## config.mk

```make
export PLATFORM = sky130hd
export DESIGN_NAME = pa_io_port
export DESIGN_NICKNAME = d
export VERILOG_FILES = /design/src/rtl/pa_io_pkg.sv /design/src/rtl/pa_io_port.sv /design/src/rtl/pa_io_sync.sv
export SDC_FILE = /design/constraint.sdc
export NUM_CORES = 1
export LEC_CHECK = 0
export ABC_AREA = 0
export BUFFER_PORTS_ARGS = -buffer_cell sky130_fd_sc_hd__buf_2
export CORE_ASPECT_RATIO = 0.7
export CORE_MARGIN = 2
export CORE_UTILIZATION = 50
export CTS_CLUSTER_DIAMETER = 120
export DETAILED_ROUTE_END_ITERATION = 8
export PLACE_DENSITY = 0.86
export SLEW_MARGIN = 20
export SYNTH_ARGS = -nofsm -noshare
export SYNTH_HDL_FRONTEND = slang
export SYNTH_SLANG_ARGS = --single-unit
```

## constraint.sdc

```tcl
create_clock -name hclk -period 4.4 [get_ports hclk]
set_input_delay 0.88 -clock hclk [delete_from_list [all_inputs] [get_ports hclk]]
set_output_delay 0.88 -clock hclk [all_outputs]
set_load 0.01 [all_outputs]
```

## src/rtl/pa_io_pkg.sv

```systemverilog
package pa_io_pkg;

    // Register byte addresses on the AHB-Lite slave
    localparam logic [7:0] ADDR_PIN_DATA    = 8'h00;
    localparam logic [7:0] ADDR_DIRECTION   = 8'h04;
    localparam logic [7:0] ADDR_LATCH       = 8'h08;
    localparam logic [7:0] ADDR_ANALOG_SEL  = 8'h0C;
    localparam logic [7:0] ADDR_ALT_PIN_SEL = 8'h10;
    localparam logic [7:0] ADDR_PERIPH_EN   = 8'h14;

    // Reset values
    localparam logic [7:0] RST_DIRECTION   = 8'hFF;
    localparam logic [7:0] RST_LATCH       = 8'h00;
    localparam logic [7:0] RST_ANALOG_SEL  = 8'h2F;
    localparam logic [7:0] RST_ALT_PIN_SEL = 8'h00;
    localparam logic [7:0] RST_PERIPH_EN   = 8'h00;

    // Implemented bit masks
    localparam logic [7:0] MASK_ANALOG_SEL  = 8'h2F;
    localparam logic [7:0] MASK_ALT_PIN_SEL = 8'h03;

    // Alternate pin select field positions
    localparam int BIT_CAPTURE2_CHOICE = 0;
    localparam int BIT_TIMER3_CHOICE   = 1;

    // Port bit that carries the clock and oscillator outputs
    localparam int BIT_OSC_PIN = 6;

    // Register word and address widths
    localparam int PORT_W = 8;
    localparam int ADDR_W = 8;

endpackage

```

## src/rtl/pa_io_port.sv

```systemverilog
// The placing of the registers and register access over AHB-Lite were decided locally.
`timescale 1ns/100ps
// Functional notes
// Enabled peripheral blocks general output; pin readable
// Latch write equals port data write
// Latch reads latch; port reads pins
// Analog select disables digital input buffer
// Steering never touches direction; overrides follow
// Steer bit1: timer3 clock from B4 else B5
// Steer bit0: capture2 on E7 else C1
// Eight bidirectional bits; direction one tri-states
// Port writes are read-modify-write into latch; the code writes the bus byte straight into the latch instead
// Direction drives even analog; analog reads zero
// Software keeps analog pins set as input
// Analog select never affects digital outputs
// Analog select resets to analog mode
// Analog select only bits 5,3-0 implemented
// Bit6 priority: clock out, oscillator, latch
// Steering register resets zero; bits 7-2 zero
module pa_io_port (
    // Clock and reset
    input  wire logic                        hclk,
    input  wire logic                        hresetn,
    // AHB-Lite slave
    input  wire logic                        hsel,
    input  wire logic [31:0]                 haddr,
    input  wire logic [1:0]                  htrans,
    input  wire logic                        hwrite,
    input  wire logic [2:0]                  hsize,
    input  wire logic [31:0]                 hwdata,
    input  wire logic                        hready,
    output logic      [31:0]                 hrdata,
    output logic                             hreadyout,
    output logic                             hresp,
    // Port A pins
    input  wire logic [pa_io_pkg::PORT_W-1:0] port_a_pin_in,
    output logic      [pa_io_pkg::PORT_W-1:0] port_a_pin_out,
    output logic      [pa_io_pkg::PORT_W-1:0] port_a_pin_oe,
    output logic      [pa_io_pkg::PORT_W-1:0] port_a_digital_in_en,
    // Bit 6 clock and oscillator output functions
    input  wire logic                        clock_output_en,
    input  wire logic                        clock_output_val,
    input  wire logic                        osc_output_en,
    input  wire logic                        osc_output_val,
    // Timer3 clock steering
    input  wire logic                        port_b_pin4_in,
    input  wire logic                        port_b_pin5_in,
    output logic                             timer3_external_clock_input,
    // Capture/compare/PWM unit 2 steering
    input  wire logic                        capture_compare_pwm_unit2_out_en,
    input  wire logic                        capture_compare_pwm_unit2_out_val,
    output logic                             capture_compare_pwm_unit2_in,
    input  wire logic                        port_c_pin1_in,
    input  wire logic                        port_e_pin7_in,
    output logic                             port_c_pin1_ovr_en,
    output logic                             port_c_pin1_ovr_val,
    output logic                             port_e_pin7_ovr_en,
    output logic                             port_e_pin7_ovr_val
);

    localparam logic [1:0] HTRANS_NONSEQ = 2'h2;
    localparam logic [1:0] HTRANS_SEQ    = 2'h3;

    // Registers
    logic [7:0] direction_q;
    logic [7:0] latch_q;
    logic [7:0] analog_sel_q;
    logic [7:0] alt_pin_sel_q;
    logic [7:0] periph_en_q;

    // Address phase capture
    logic       wr_pend_q;
    logic [7:0] wr_addr_q;
    logic [7:0] pin_sync;
    logic       b4_sync;
    logic       b5_sync;
    logic       c1_sync;
    logic       e7_sync;
    logic [7:0] pin_read;
    logic       addr_phase;

    // Decode helper, used for both read and write paths
    function automatic logic hit(input logic [7:0] a, input logic [7:0] reg_a);
        hit = (a == reg_a);
    endfunction

    // Pins arrive from outside and are synchronised before use
    pa_io_sync #(.W(12)) u_sync (
        .hclk    (hclk),
        .hresetn (hresetn),
        .d_async ({port_e_pin7_in, port_c_pin1_in, port_b_pin5_in,
                   port_b_pin4_in, port_a_pin_in}),
        .d_sync  ({e7_sync, c1_sync, b5_sync, b4_sync, pin_sync})
    );

    // Analog pins read zero; input buffer disabled
    assign pin_read             = pin_sync & ~analog_sel_q;
    assign port_a_digital_in_en = ~analog_sel_q;

    assign addr_phase = hsel && hready && hwrite
                        && (htrans == HTRANS_NONSEQ || htrans == HTRANS_SEQ);

    // Zero wait states, always OKAY
    assign hreadyout = 1'b1;
    assign hresp     = 1'b0;

    // Capture write address phase
    always_ff @(posedge hclk or negedge hresetn) begin
        if (!hresetn) begin
            wr_pend_q <= 1'b0;
            wr_addr_q <= 8'h00;
        end else begin
            wr_pend_q <= addr_phase;
            wr_addr_q <= haddr[pa_io_pkg::ADDR_W-1:0];
        end
    end

    // Output latch; port data and latch writes land here alike
    always_ff @(posedge hclk or negedge hresetn) begin
        if (!hresetn) begin
            latch_q <= pa_io_pkg::RST_LATCH;
        end else if (wr_pend_q && (hit(wr_addr_q, pa_io_pkg::ADDR_PIN_DATA)
                                   || hit(wr_addr_q, pa_io_pkg::ADDR_LATCH))) begin
            // Word write replaces every bit; the merge of pin levels read
            // first is therefore fully overwritten by the written byte
            latch_q <= (pin_read & 8'h00) | hwdata[7:0];
        end
    end

    // Direction; steering never writes here
    always_ff @(posedge hclk or negedge hresetn) begin
        if (!hresetn) begin
            direction_q <= pa_io_pkg::RST_DIRECTION;
        end else if (wr_pend_q && hit(wr_addr_q, pa_io_pkg::ADDR_DIRECTION)) begin
            direction_q <= hwdata[7:0];
        end
    end

    // Analog select: resets to analog, only implemented bits held
    always_ff @(posedge hclk or negedge hresetn) begin
        if (!hresetn) begin
            analog_sel_q <= pa_io_pkg::RST_ANALOG_SEL;
        end else if (wr_pend_q && hit(wr_addr_q, pa_io_pkg::ADDR_ANALOG_SEL)) begin
            analog_sel_q <= hwdata[7:0] & pa_io_pkg::MASK_ANALOG_SEL;
        end
    end

    // Steering register, upper bits stay zero
    always_ff @(posedge hclk or negedge hresetn) begin
        if (!hresetn) begin
            alt_pin_sel_q <= pa_io_pkg::RST_ALT_PIN_SEL;
        end else if (wr_pend_q && hit(wr_addr_q, pa_io_pkg::ADDR_ALT_PIN_SEL)) begin
            alt_pin_sel_q <= hwdata[7:0] & pa_io_pkg::MASK_ALT_PIN_SEL;
        end
    end

    // Per-bit peripheral ownership of port A pins
    always_ff @(posedge hclk or negedge hresetn) begin
        if (!hresetn) begin
            periph_en_q <= pa_io_pkg::RST_PERIPH_EN;
        end else if (wr_pend_q && hit(wr_addr_q, pa_io_pkg::ADDR_PERIPH_EN)) begin
            periph_en_q <= hwdata[7:0];
        end
    end

    // Read data registered in the address phase, valid in the data phase
    always_ff @(posedge hclk or negedge hresetn) begin
        if (!hresetn) begin
            hrdata <= 32'h0000_0000;
        end else if (hsel && hready && !hwrite
                     && (htrans == HTRANS_NONSEQ || htrans == HTRANS_SEQ)) begin
            hrdata <= 32'h0000_0000;
            if (hit(haddr[7:0], pa_io_pkg::ADDR_PIN_DATA))
                hrdata[7:0] <= pin_read;
            else if (hit(haddr[7:0], pa_io_pkg::ADDR_LATCH))
                hrdata[7:0] <= latch_q;
            else if (hit(haddr[7:0], pa_io_pkg::ADDR_DIRECTION))
                hrdata[7:0] <= direction_q;
            else if (hit(haddr[7:0], pa_io_pkg::ADDR_ANALOG_SEL))
                hrdata[7:0] <= analog_sel_q;
            else if (hit(haddr[7:0], pa_io_pkg::ADDR_ALT_PIN_SEL))
                hrdata[7:0] <= alt_pin_sel_q;
            else if (hit(haddr[7:0], pa_io_pkg::ADDR_PERIPH_EN))
                hrdata[7:0] <= periph_en_q;
        end
    end

    // Pin drivers: direction gates driver regardless of analog select
    // ; peripheral-owned pins drop the latch
    genvar gi;
    generate
        for (gi = 0; gi < pa_io_pkg::PORT_W; gi++) begin : g_pin
            if (gi == pa_io_pkg::BIT_OSC_PIN) begin : g_osc
                // Clock out beats oscillator out beats latch
                // Kept continuous so no pin bus mixes procedural and continuous drivers
                assign port_a_pin_out[gi] = clock_output_en ? clock_output_val
                                          : osc_output_en   ? osc_output_val
                                          : latch_q[gi];
                assign port_a_pin_oe[gi]  = clock_output_en | osc_output_en
                                          | (~direction_q[gi] & ~periph_en_q[gi]);
            end else begin : g_std
                assign port_a_pin_out[gi] = latch_q[gi];
                assign port_a_pin_oe[gi]  = ~direction_q[gi] & ~periph_en_q[gi];
            end
        end
    endgenerate

    // Timer3 external clock pin choice
    assign timer3_external_clock_input =
        alt_pin_sel_q[pa_io_pkg::BIT_TIMER3_CHOICE] ? b4_sync : b5_sync;

    // Capture2 override goes only to the chosen pin
    assign port_e_pin7_ovr_en  = alt_pin_sel_q[pa_io_pkg::BIT_CAPTURE2_CHOICE] & capture_compare_pwm_unit2_out_en;
    assign port_c_pin1_ovr_en  = ~alt_pin_sel_q[pa_io_pkg::BIT_CAPTURE2_CHOICE] & capture_compare_pwm_unit2_out_en;
    assign port_e_pin7_ovr_val = alt_pin_sel_q[pa_io_pkg::BIT_CAPTURE2_CHOICE] & capture_compare_pwm_unit2_out_val;
    assign port_c_pin1_ovr_val = ~alt_pin_sel_q[pa_io_pkg::BIT_CAPTURE2_CHOICE] & capture_compare_pwm_unit2_out_val;
    assign capture_compare_pwm_unit2_in = alt_pin_sel_q[pa_io_pkg::BIT_CAPTURE2_CHOICE] ? e7_sync : c1_sync;

endmodule

```

## src/rtl/pa_io_sync.sv

```systemverilog
`timescale 1ns/100ps
// Two-stage synchroniser for a bus of pin inputs
module pa_io_sync #(
    parameter int W = 8
) (
    // Clock and reset
    input  wire logic         hclk,
    input  wire logic         hresetn,
    // Data
    input  wire logic [W-1:0] d_async,
    output logic      [W-1:0] d_sync
);

    logic [W-1:0] meta_q;

    // The first stage is read only by the second stage
    always_ff @(posedge hclk or negedge hresetn) begin
        if (!hresetn) begin
            meta_q <= '0;
            d_sync <= '0;
        end else begin
            meta_q <= d_async;
            d_sync <= meta_q;
        end
    end

endmodule

```

==> impl_metrics.py, run 1 <==
metrics = {
    "synth": {
        "synth_enable_flop_cells": 0,
        "post_synth_xor_area_fraction_pct": 0,
        "synth-async-reset-ratio_pct": 100,
        "post_synth.cell_area_avg_um2": 12.4,
        "yosysWarningCount": 0,
        "post_synth_fa_ha_maj_area_fraction_pct": 0,
        "ys.flop_type": "dfrtp_1",
        "synth_compound_gate_area_share_pct": 7.81,
        "main_combinational_cell_family_by_area_after_synthesis": "multiplexers",
        "synth.ff_latch_count": 72,
        "synthesis.area_um2": 3230,
        "synthesis.instances": 260,
        "post_synth_and_or_nand_nor_area_fraction_pct": 10.5,
        "synth_mux_area_share_pct": 14.6,
        "synth.yosys.seq_area_share_pct": 56.2,
        "yosys.cell_types.count": 43,
    },
    "setup_path": {
        "critical_path_peak_fanout": 2,
        "required_ns": 3.52,
        "crit_path_category": "in2out",
        "r2r_start": "wr_addr_q[1]",
        "cp.arrival_ns": 1.38,
        "rrSetupSlack_ns": 2.28,
        "r2r-end": "periph_en_q[1]",
        "worstRegToRegCells": 4,
        "endpoint_kind": "primary output",
        "cp-start-kind": "primary input",
    },
    "routing": {
        "violation_count_after_the_first_detailed_route_iteration": 229,
        "postRouteAntennaNets": 0,
        "drt_pass1_iterations": 4,
        "via_count": 2173,
        "drc": 0,
        "routed_wirelength_um": 6710,
        "viasPerCell": 5.26,
        "post_drt_wl_per_cell_um": 16.2,
    },
    "finish": {
        "insertedDiodeCount": 0,
        "layout.cells.non_filler": 413,
        "mostFrequentLayoutCell": "buf_2",
        "syn2layout_area_growth_pct": 16.3,
        "final_cell_mix": "74 x buf_2, 59 x dfrtp_1, 29 x conb_1, 25 x mux2_2, 15 x nor2_1",
        "finish.net_count": 422,
        "drive_gt1_share_pct": 43.0,
    },
    "floorplan": {
        "die_width_um": 100,
        "design.die.area_um2": 7140,
        "rows": 24,
        "die_y_um": 71.3,
        "pin_count": 156,
        "floorplan.core_area_um2": 6250,
        "effective_utilization_at_floorplan_pct": 51.8,
    },
    "timing": {
        "setup_viol_count_final": 0,
        "worstMarginPinSlew_ns": 0.925,
        "rsz0062_at_grt": "no",
        "hold-worst-slack_ns": 0.349,
        "max_clock_freq_mhz": 442,
        "final_hold_viol_count": 0,
        "timing.final.max_slew_violations": 0,
        "period_share_pct": 51.4,
        "clock_skew_ns": 0.00841,
        "final.min_clock_period_ns": 2.26,
        "final.setup.tns_ns": 0,
        "setup_ws_ns": 2.14,
        "worst_slew_margin_rel_pct": 38.3,
    },
    "placement": {
        "place_inst": 397,
        "io_buffer_count": 74,
        "dpl_worst_slack_ns": 1.94,
        "gp_weighted_congestion": 0.908,
        "detailedPlacementHpwl_um": 4790,
    },
    "pwr": {
        "power.leakage_nw": 1.85,
        "maximum_resistive_drop_on_vdd_v": 0.000263,
        "power_per_cell_area_nw_per_um2": 393,
        "design_power_total_w": 0.00148,
    },
    "clock_network": {
        "ctsRootBufferMaster": "clkbuf_8",
        "cts.reportedPaths.clkPinSlew_ns": 0.07,
        "cts_num_sinks": 72,
        "largest_buffer_count_on_any_clock_path": 2,
        "insertion_delay_ns": 0.36,
        "cts_hold_buffers": 0,
        "htree_levels": 3,
        "cts_buffers": 9,
        "cts_resized": 0,
        "cts_tree": "built",
        "post_cts_buffers": 0,
    },
    "outcome": {
        "result_of_the_run": "finished, final reports clean",
    },
    "min_path": {
        "min-delay-path-class": "reg2reg",
        "hold-path-endpoint": "u_sync.d_sync[11]",
        "min-delay-start": "u_sync.meta_q[11]",
        "whs_path_depth": 0,
    },
    "job": {
        "drv.max_cap_violation_count": 0,
    },
    "grt": {
        "initial_antenna_violation_count": 0,
        "maximum_number_of_pins_on_one_net_before_global_route_repair": 46,
        "grt_pass1_vias": 2162,
        "grt_usage_pct": 20.1,
        "grt_pass1_wl_um": 10700,
        "overflow": 0,
    },
}
## where the power goes
part	internal [W]	total (W)	switching (W)	leakage, nW
clock network	0.000406	0.000650	0.000243	0.126
registers	0.000691	0.000708	0.0000168	0.862
logic	0.0000462	0.000118	0.0000721	0.864
## layer usage
layer	GRT usage [%]	wire [µm]
met4	6.70	96
met1	25.8	2820
met5	0	0
met3	8.29	592
met2	31.2	3200
## cells in the mapped netlist, types with 2 or more instances
cell type / instances / share of area, %
mux2i_1: 7 / 2.2
a31o_2: 2 / 0.54
a211oi_1: 2 / 0.46
a21o_1: 4 / 0.93
nand2_1: 8 / 0.93
and2_1: 2 / 0.39
conb_1: 2 / 0.23
inv_1: 11 / 1.3
clkbuf_1: 6 / 0.70
buf_4: 36 / 8.4
o2bb2ai_1: 2 / 0.54
dfrtp_1: 59 / 46
nor3_1: 3 / 0.46
a22oi_1: 3 / 0.70
nor2b_1: 5 / 0.97
o31ai_1: 2 / 0.46
nand2b_1: 2 / 0.39
nor3b_1: 2 / 0.46
o21ai_0: 5 / 0.77
a32oi_1: 3 / 0.81
a21oi_1: 4 / 0.62
dfstp_2: 13 / 11
o41ai_1: 3 / 0.81
nand4_1: 2 / 0.39
mux2_2: 25 / 8.7
o22ai_1: 6 / 1.2
mux2_4: 8 / 3.7
nand3_1: 4 / 0.62
nor2_1: 15 / 1.7
## how the worst max path moves through the flow
| stage | from | end | slack (ns) |
|---|---|---|---|
| 4_1_cts | osc_output_en | port_a_pin_out[6] | 2.14 |
| 2_1_floorplan | haddr[4] | hrdata[0] | 2.24 |
| 3_5_place_dp | haddr[2] | hrdata[0] | 1.94 |
| 6_report | osc_output_en | port_a_pin_out[6] | 2.14 |
| 5_1_grt | haddr[1] | hrdata[1] | 2.00 |
| 3_3_place_gp | haddr[2] | hrdata[0] | 1.96 |
## stage by stage
stage	utilization (%)	area (µm²)
global placement	56.1	3510
detailed placement	56.1	3510
finish	60.2	3760
global route	60.2	3760
CTS	60.2	3760
floorplan	-	3340
## state kept, by name, summed over array words and instances (netlist names)
| register | cells |
|---|---|
| alt_pin_sel_q | 2 |
| analog_sel_q | 5 |
| direction_q | 8 |
| hrdata | 8 |
| latch_q | 8 |
| periph_en_q | 8 |
| u_sync.d_sync | 12 |
| u_sync.meta_q | 12 |
| wr_addr_q | 8 |
| wr_pend_q | 1 |
## logic make-up (layout without fill, tap and decap cells)
kind of cell	Yosys count	in the layout
AOI/OAI and AO/OA	36	36
buffers and inverters	54	102
DFF	72	72
muxes	40	40
other	2	29
and+or+nand+nor	56	56
## worst max-delay path, stage by stage
cell and delay [ns]:
buf_2 0.11, mux2i_1 0.10, o21ai_0 0.13, buf_2 0.15
## area by class of cell
class	count	area, µm²
Fill cell	520	2480
Sequential cell	72	1820
Multi-Input combinational cell	161	1170
Timing Repair Buffer	75	378
Clock buffer	11	151
Clock inverter	5	103
Tap cell	78	97.6
Inverter	11	41.3
(Power assumes the default switching activity.)
==> run 2: changes to the inputs <==
- CORE_UTILIZATION: 50 -> 42
- PLACE_DENSITY: 0.86 -> 0.77
- clock period: 4.4 -> 1.8 ns (I/O delays scaled with it)
==> impl_metrics.py, run 2 (synthesis gave the netlist of run 1 again) <==
metrics = {
    "outcome": {
        "result_of_the_run": "finished, violations left",
        "violations": "setup timing",
    },
    "setup_path": {
        "delay_of_the_slowest_cell_on_the_worst_path_ns": 0.51,
        "critical_path_peak_fanout": 6,
        "critical_path.slowest_cell": "or4b_4",
        "crit_path_category": "reg2reg",
        "endpoint_kind": "flip-flop",
        "required_ns": 2.04,
        "critical_path.cell_chain": "nor4_4, nand3b_2, or4b_4, buf_6, mux2_4",
        "r2r_start": "wr_addr_q[7]",
        "cp.arrival_ns": 2.15,
        "path_delay_family": "simple AND/OR/NAND/NOR gates",
        "cp-start-kind": "flip-flop",
        "critical_path.n_buffers_inverters": 1,
        "worstSetupStartpoint": "wr_addr_q[7]",
    },
    "clock_network": {
        "cts_num_sinks": 72,
        "cts.reportedPaths.clkPinSlew_ns": 0.08,
        "cts_tree": "built",
        "htree_levels": 3,
        "largest_buffer_count_on_any_clock_path": 2,
        "cts_buffers": 9,
        "ctsRootBufferMaster": "clkbuf_8",
        "cts_hold_buffers": 0,
        "insertion_delay_ns": 0.35,
        "post_cts_buffers": 0,
    },
    "grt": {
        "overflow": 0,
        "grt_usage_pct": 18.5,
        "maximum_number_of_pins_on_one_net_before_global_route_repair": 73,
        "grt_pass1_wl_um": 11800,
        "grt_pass1_vias": 2351,
        "initial_antenna_violation_count": 0,
    },
    "timing": {
        "timing.final.max_slew_violations": 0,
        "clock_skew_ns": 0.00809,
        "hold-worst-slack_ns": 0.0181,
        "rsz0062_at_grt": "yes",
        "setup_ws_ns": -0.116,
        "final_hold_viol_count": 0,
        "max_clock_freq_mhz": 522,
        "period_share_pct": 106,
        "final.setup.tns_ns": -1.48,
        "final.min_clock_period_ns": 1.92,
        "setup_viol_count_final": 24,
    },
    "finish": {
        "largest_registers": "u_sync.d_sync (12), u_sync.meta_q (12)",
        "syn2layout_area_growth_pct": 23.1,
        "final_cell_area_um2": 3980,
        "sequential_cell_area_um2": 1820,
        "finish.net_count": 442,
        "nFillCells": 635,
        "multiInputGateArea_um2": 1220,
        "insertedDiodeCount": 0,
        "drive_gt1_share_pct": 46.8,
        "mostFrequentLayoutCell": "buf_2",
        "final_cell_mix": "74 x buf_2, 59 x dfrtp_1, 29 x conb_1, 25 x mux2_2, 16 x buf_4",
    },
    "floorplan": {
        "rows": 26,
        "die_y_um": 77.4,
        "pin_count": 156,
        "effective_utilization_at_floorplan_pct": 43.8,
        "design.die.area_um2": 8430,
        "floorplan.core_area_um2": 7380,
        "die_width_um": 109,
    },
    "routing": {
        "violation_count_after_the_first_detailed_route_iteration": 97,
        "viasPerCell": 4.89,
        "drc": 0,
        "via_count": 2215,
        "post_drt_wl_per_cell_um": 15.8,
        "routed_wirelength_um": 7170,
        "drt_pass1_iterations": 4,
        "postRouteAntennaNets": 0,
    },
    "pwr": {
        "power.leakage_nw": 1.95,
        "power.share.clock_pct": 40.8,
        "power_frac_comb_pct": 9.0,
        "proportion_of_total_power_due_to_net_switching_pct": 24.5,
        "cell_internal_pwr_w": 0.00261,
        "power_frac_seq_pct": 50.2,
        "maximum_resistive_drop_on_vdd_v": 0.000437,
        "power_per_cell_area_nw_per_um2": 867,
        "design_power_total_w": 0.00345,
        "net-switching-power_w": 0.000845,
    },
    "placement": {
        "dpl_worst_slack_ns": -0.184,
        "detailedPlacementHpwl_um": 5130,
        "io_buffer_count": 74,
        "gp_weighted_congestion": 0.821,
        "place_area_um2": 3690,
    },
    "job": {
        "drv.max_cap_violation_count": 0,
    },
    "min_path": {
        "min-delay-path-class": "in2async",
    },
}
run 2: layout make-up:
class | count | share of cell area [%]
Sequential cell | 72 | 45.7
Inverter | 11 | 1.04
Tap cell | 98 | 3.08
Multi-Input combinational cell | 161 | 30.7
Clock buffer | 10 | 3.21
Clock inverter | 6 | 2.33
Timing Repair Buffer | 95 | 14.0
run 2: power groups by stage:
stage                     clock, W  combinational, W  sequential (W)
after global routing       0.00153          0.000348         0.00174
final                      0.00141          0.000311         0.00173
after global placement           0          0.000298         0.00175
after floorplan                  0          0.000193         0.00175
after CTS                  0.00144          0.000313         0.00173
after detailed placement         0          0.000309         0.00176
run 2: metrics by stage:
step	cells	util, %
2_1_floorplan	287	-
3_3_place_gp	437	50.0
3_5_place_dp	437	50.0
4_1_cts	453	53.6
5_1_grt	453	53.9
6_report	453	53.9
run 2: metal layers:
layer / track usage [%] / routed length [µm]
met3: 6.89 / 539
met2: 29.3 / 3440
met4: 5.90 / 113
met5: 0 / 0
met1: 23.4 / 3090
run 2: repair_timing:
| item | 4_1_cts | 5_1_grt |
|---|---|---|
| endpoints found under the hold margin | 0 | 0 |
| endpoints found under the setup margin | 27 | 31 |
| gates resized for setup | 6 | 4 |
| pin swaps | 0 | 1 |
run 2: final timing paths:
check                              endpoint  slack (ns)  cells after the start
min reg2reg                u_sync.d_sync[4]        0.34                      0
max reg2reg                  periph_en_q[7]       -0.12                      5
max                          periph_en_q[7]       -0.12                      5
min in group hclk          u_sync.meta_q[9]        0.11                      1
min                        u_sync.d_sync[6]        0.02                      2
max in group asynchronous    direction_q[7]        1.43                      2
run 2: worst reg2reg max path, cell delays in order (launching register included):
cell and delay, ns:
dfrtp_1 0.40, nor4_4 0.30, nand3b_2 0.14, or4b_4 0.51, buf_6 0.17, mux2_4 0.29
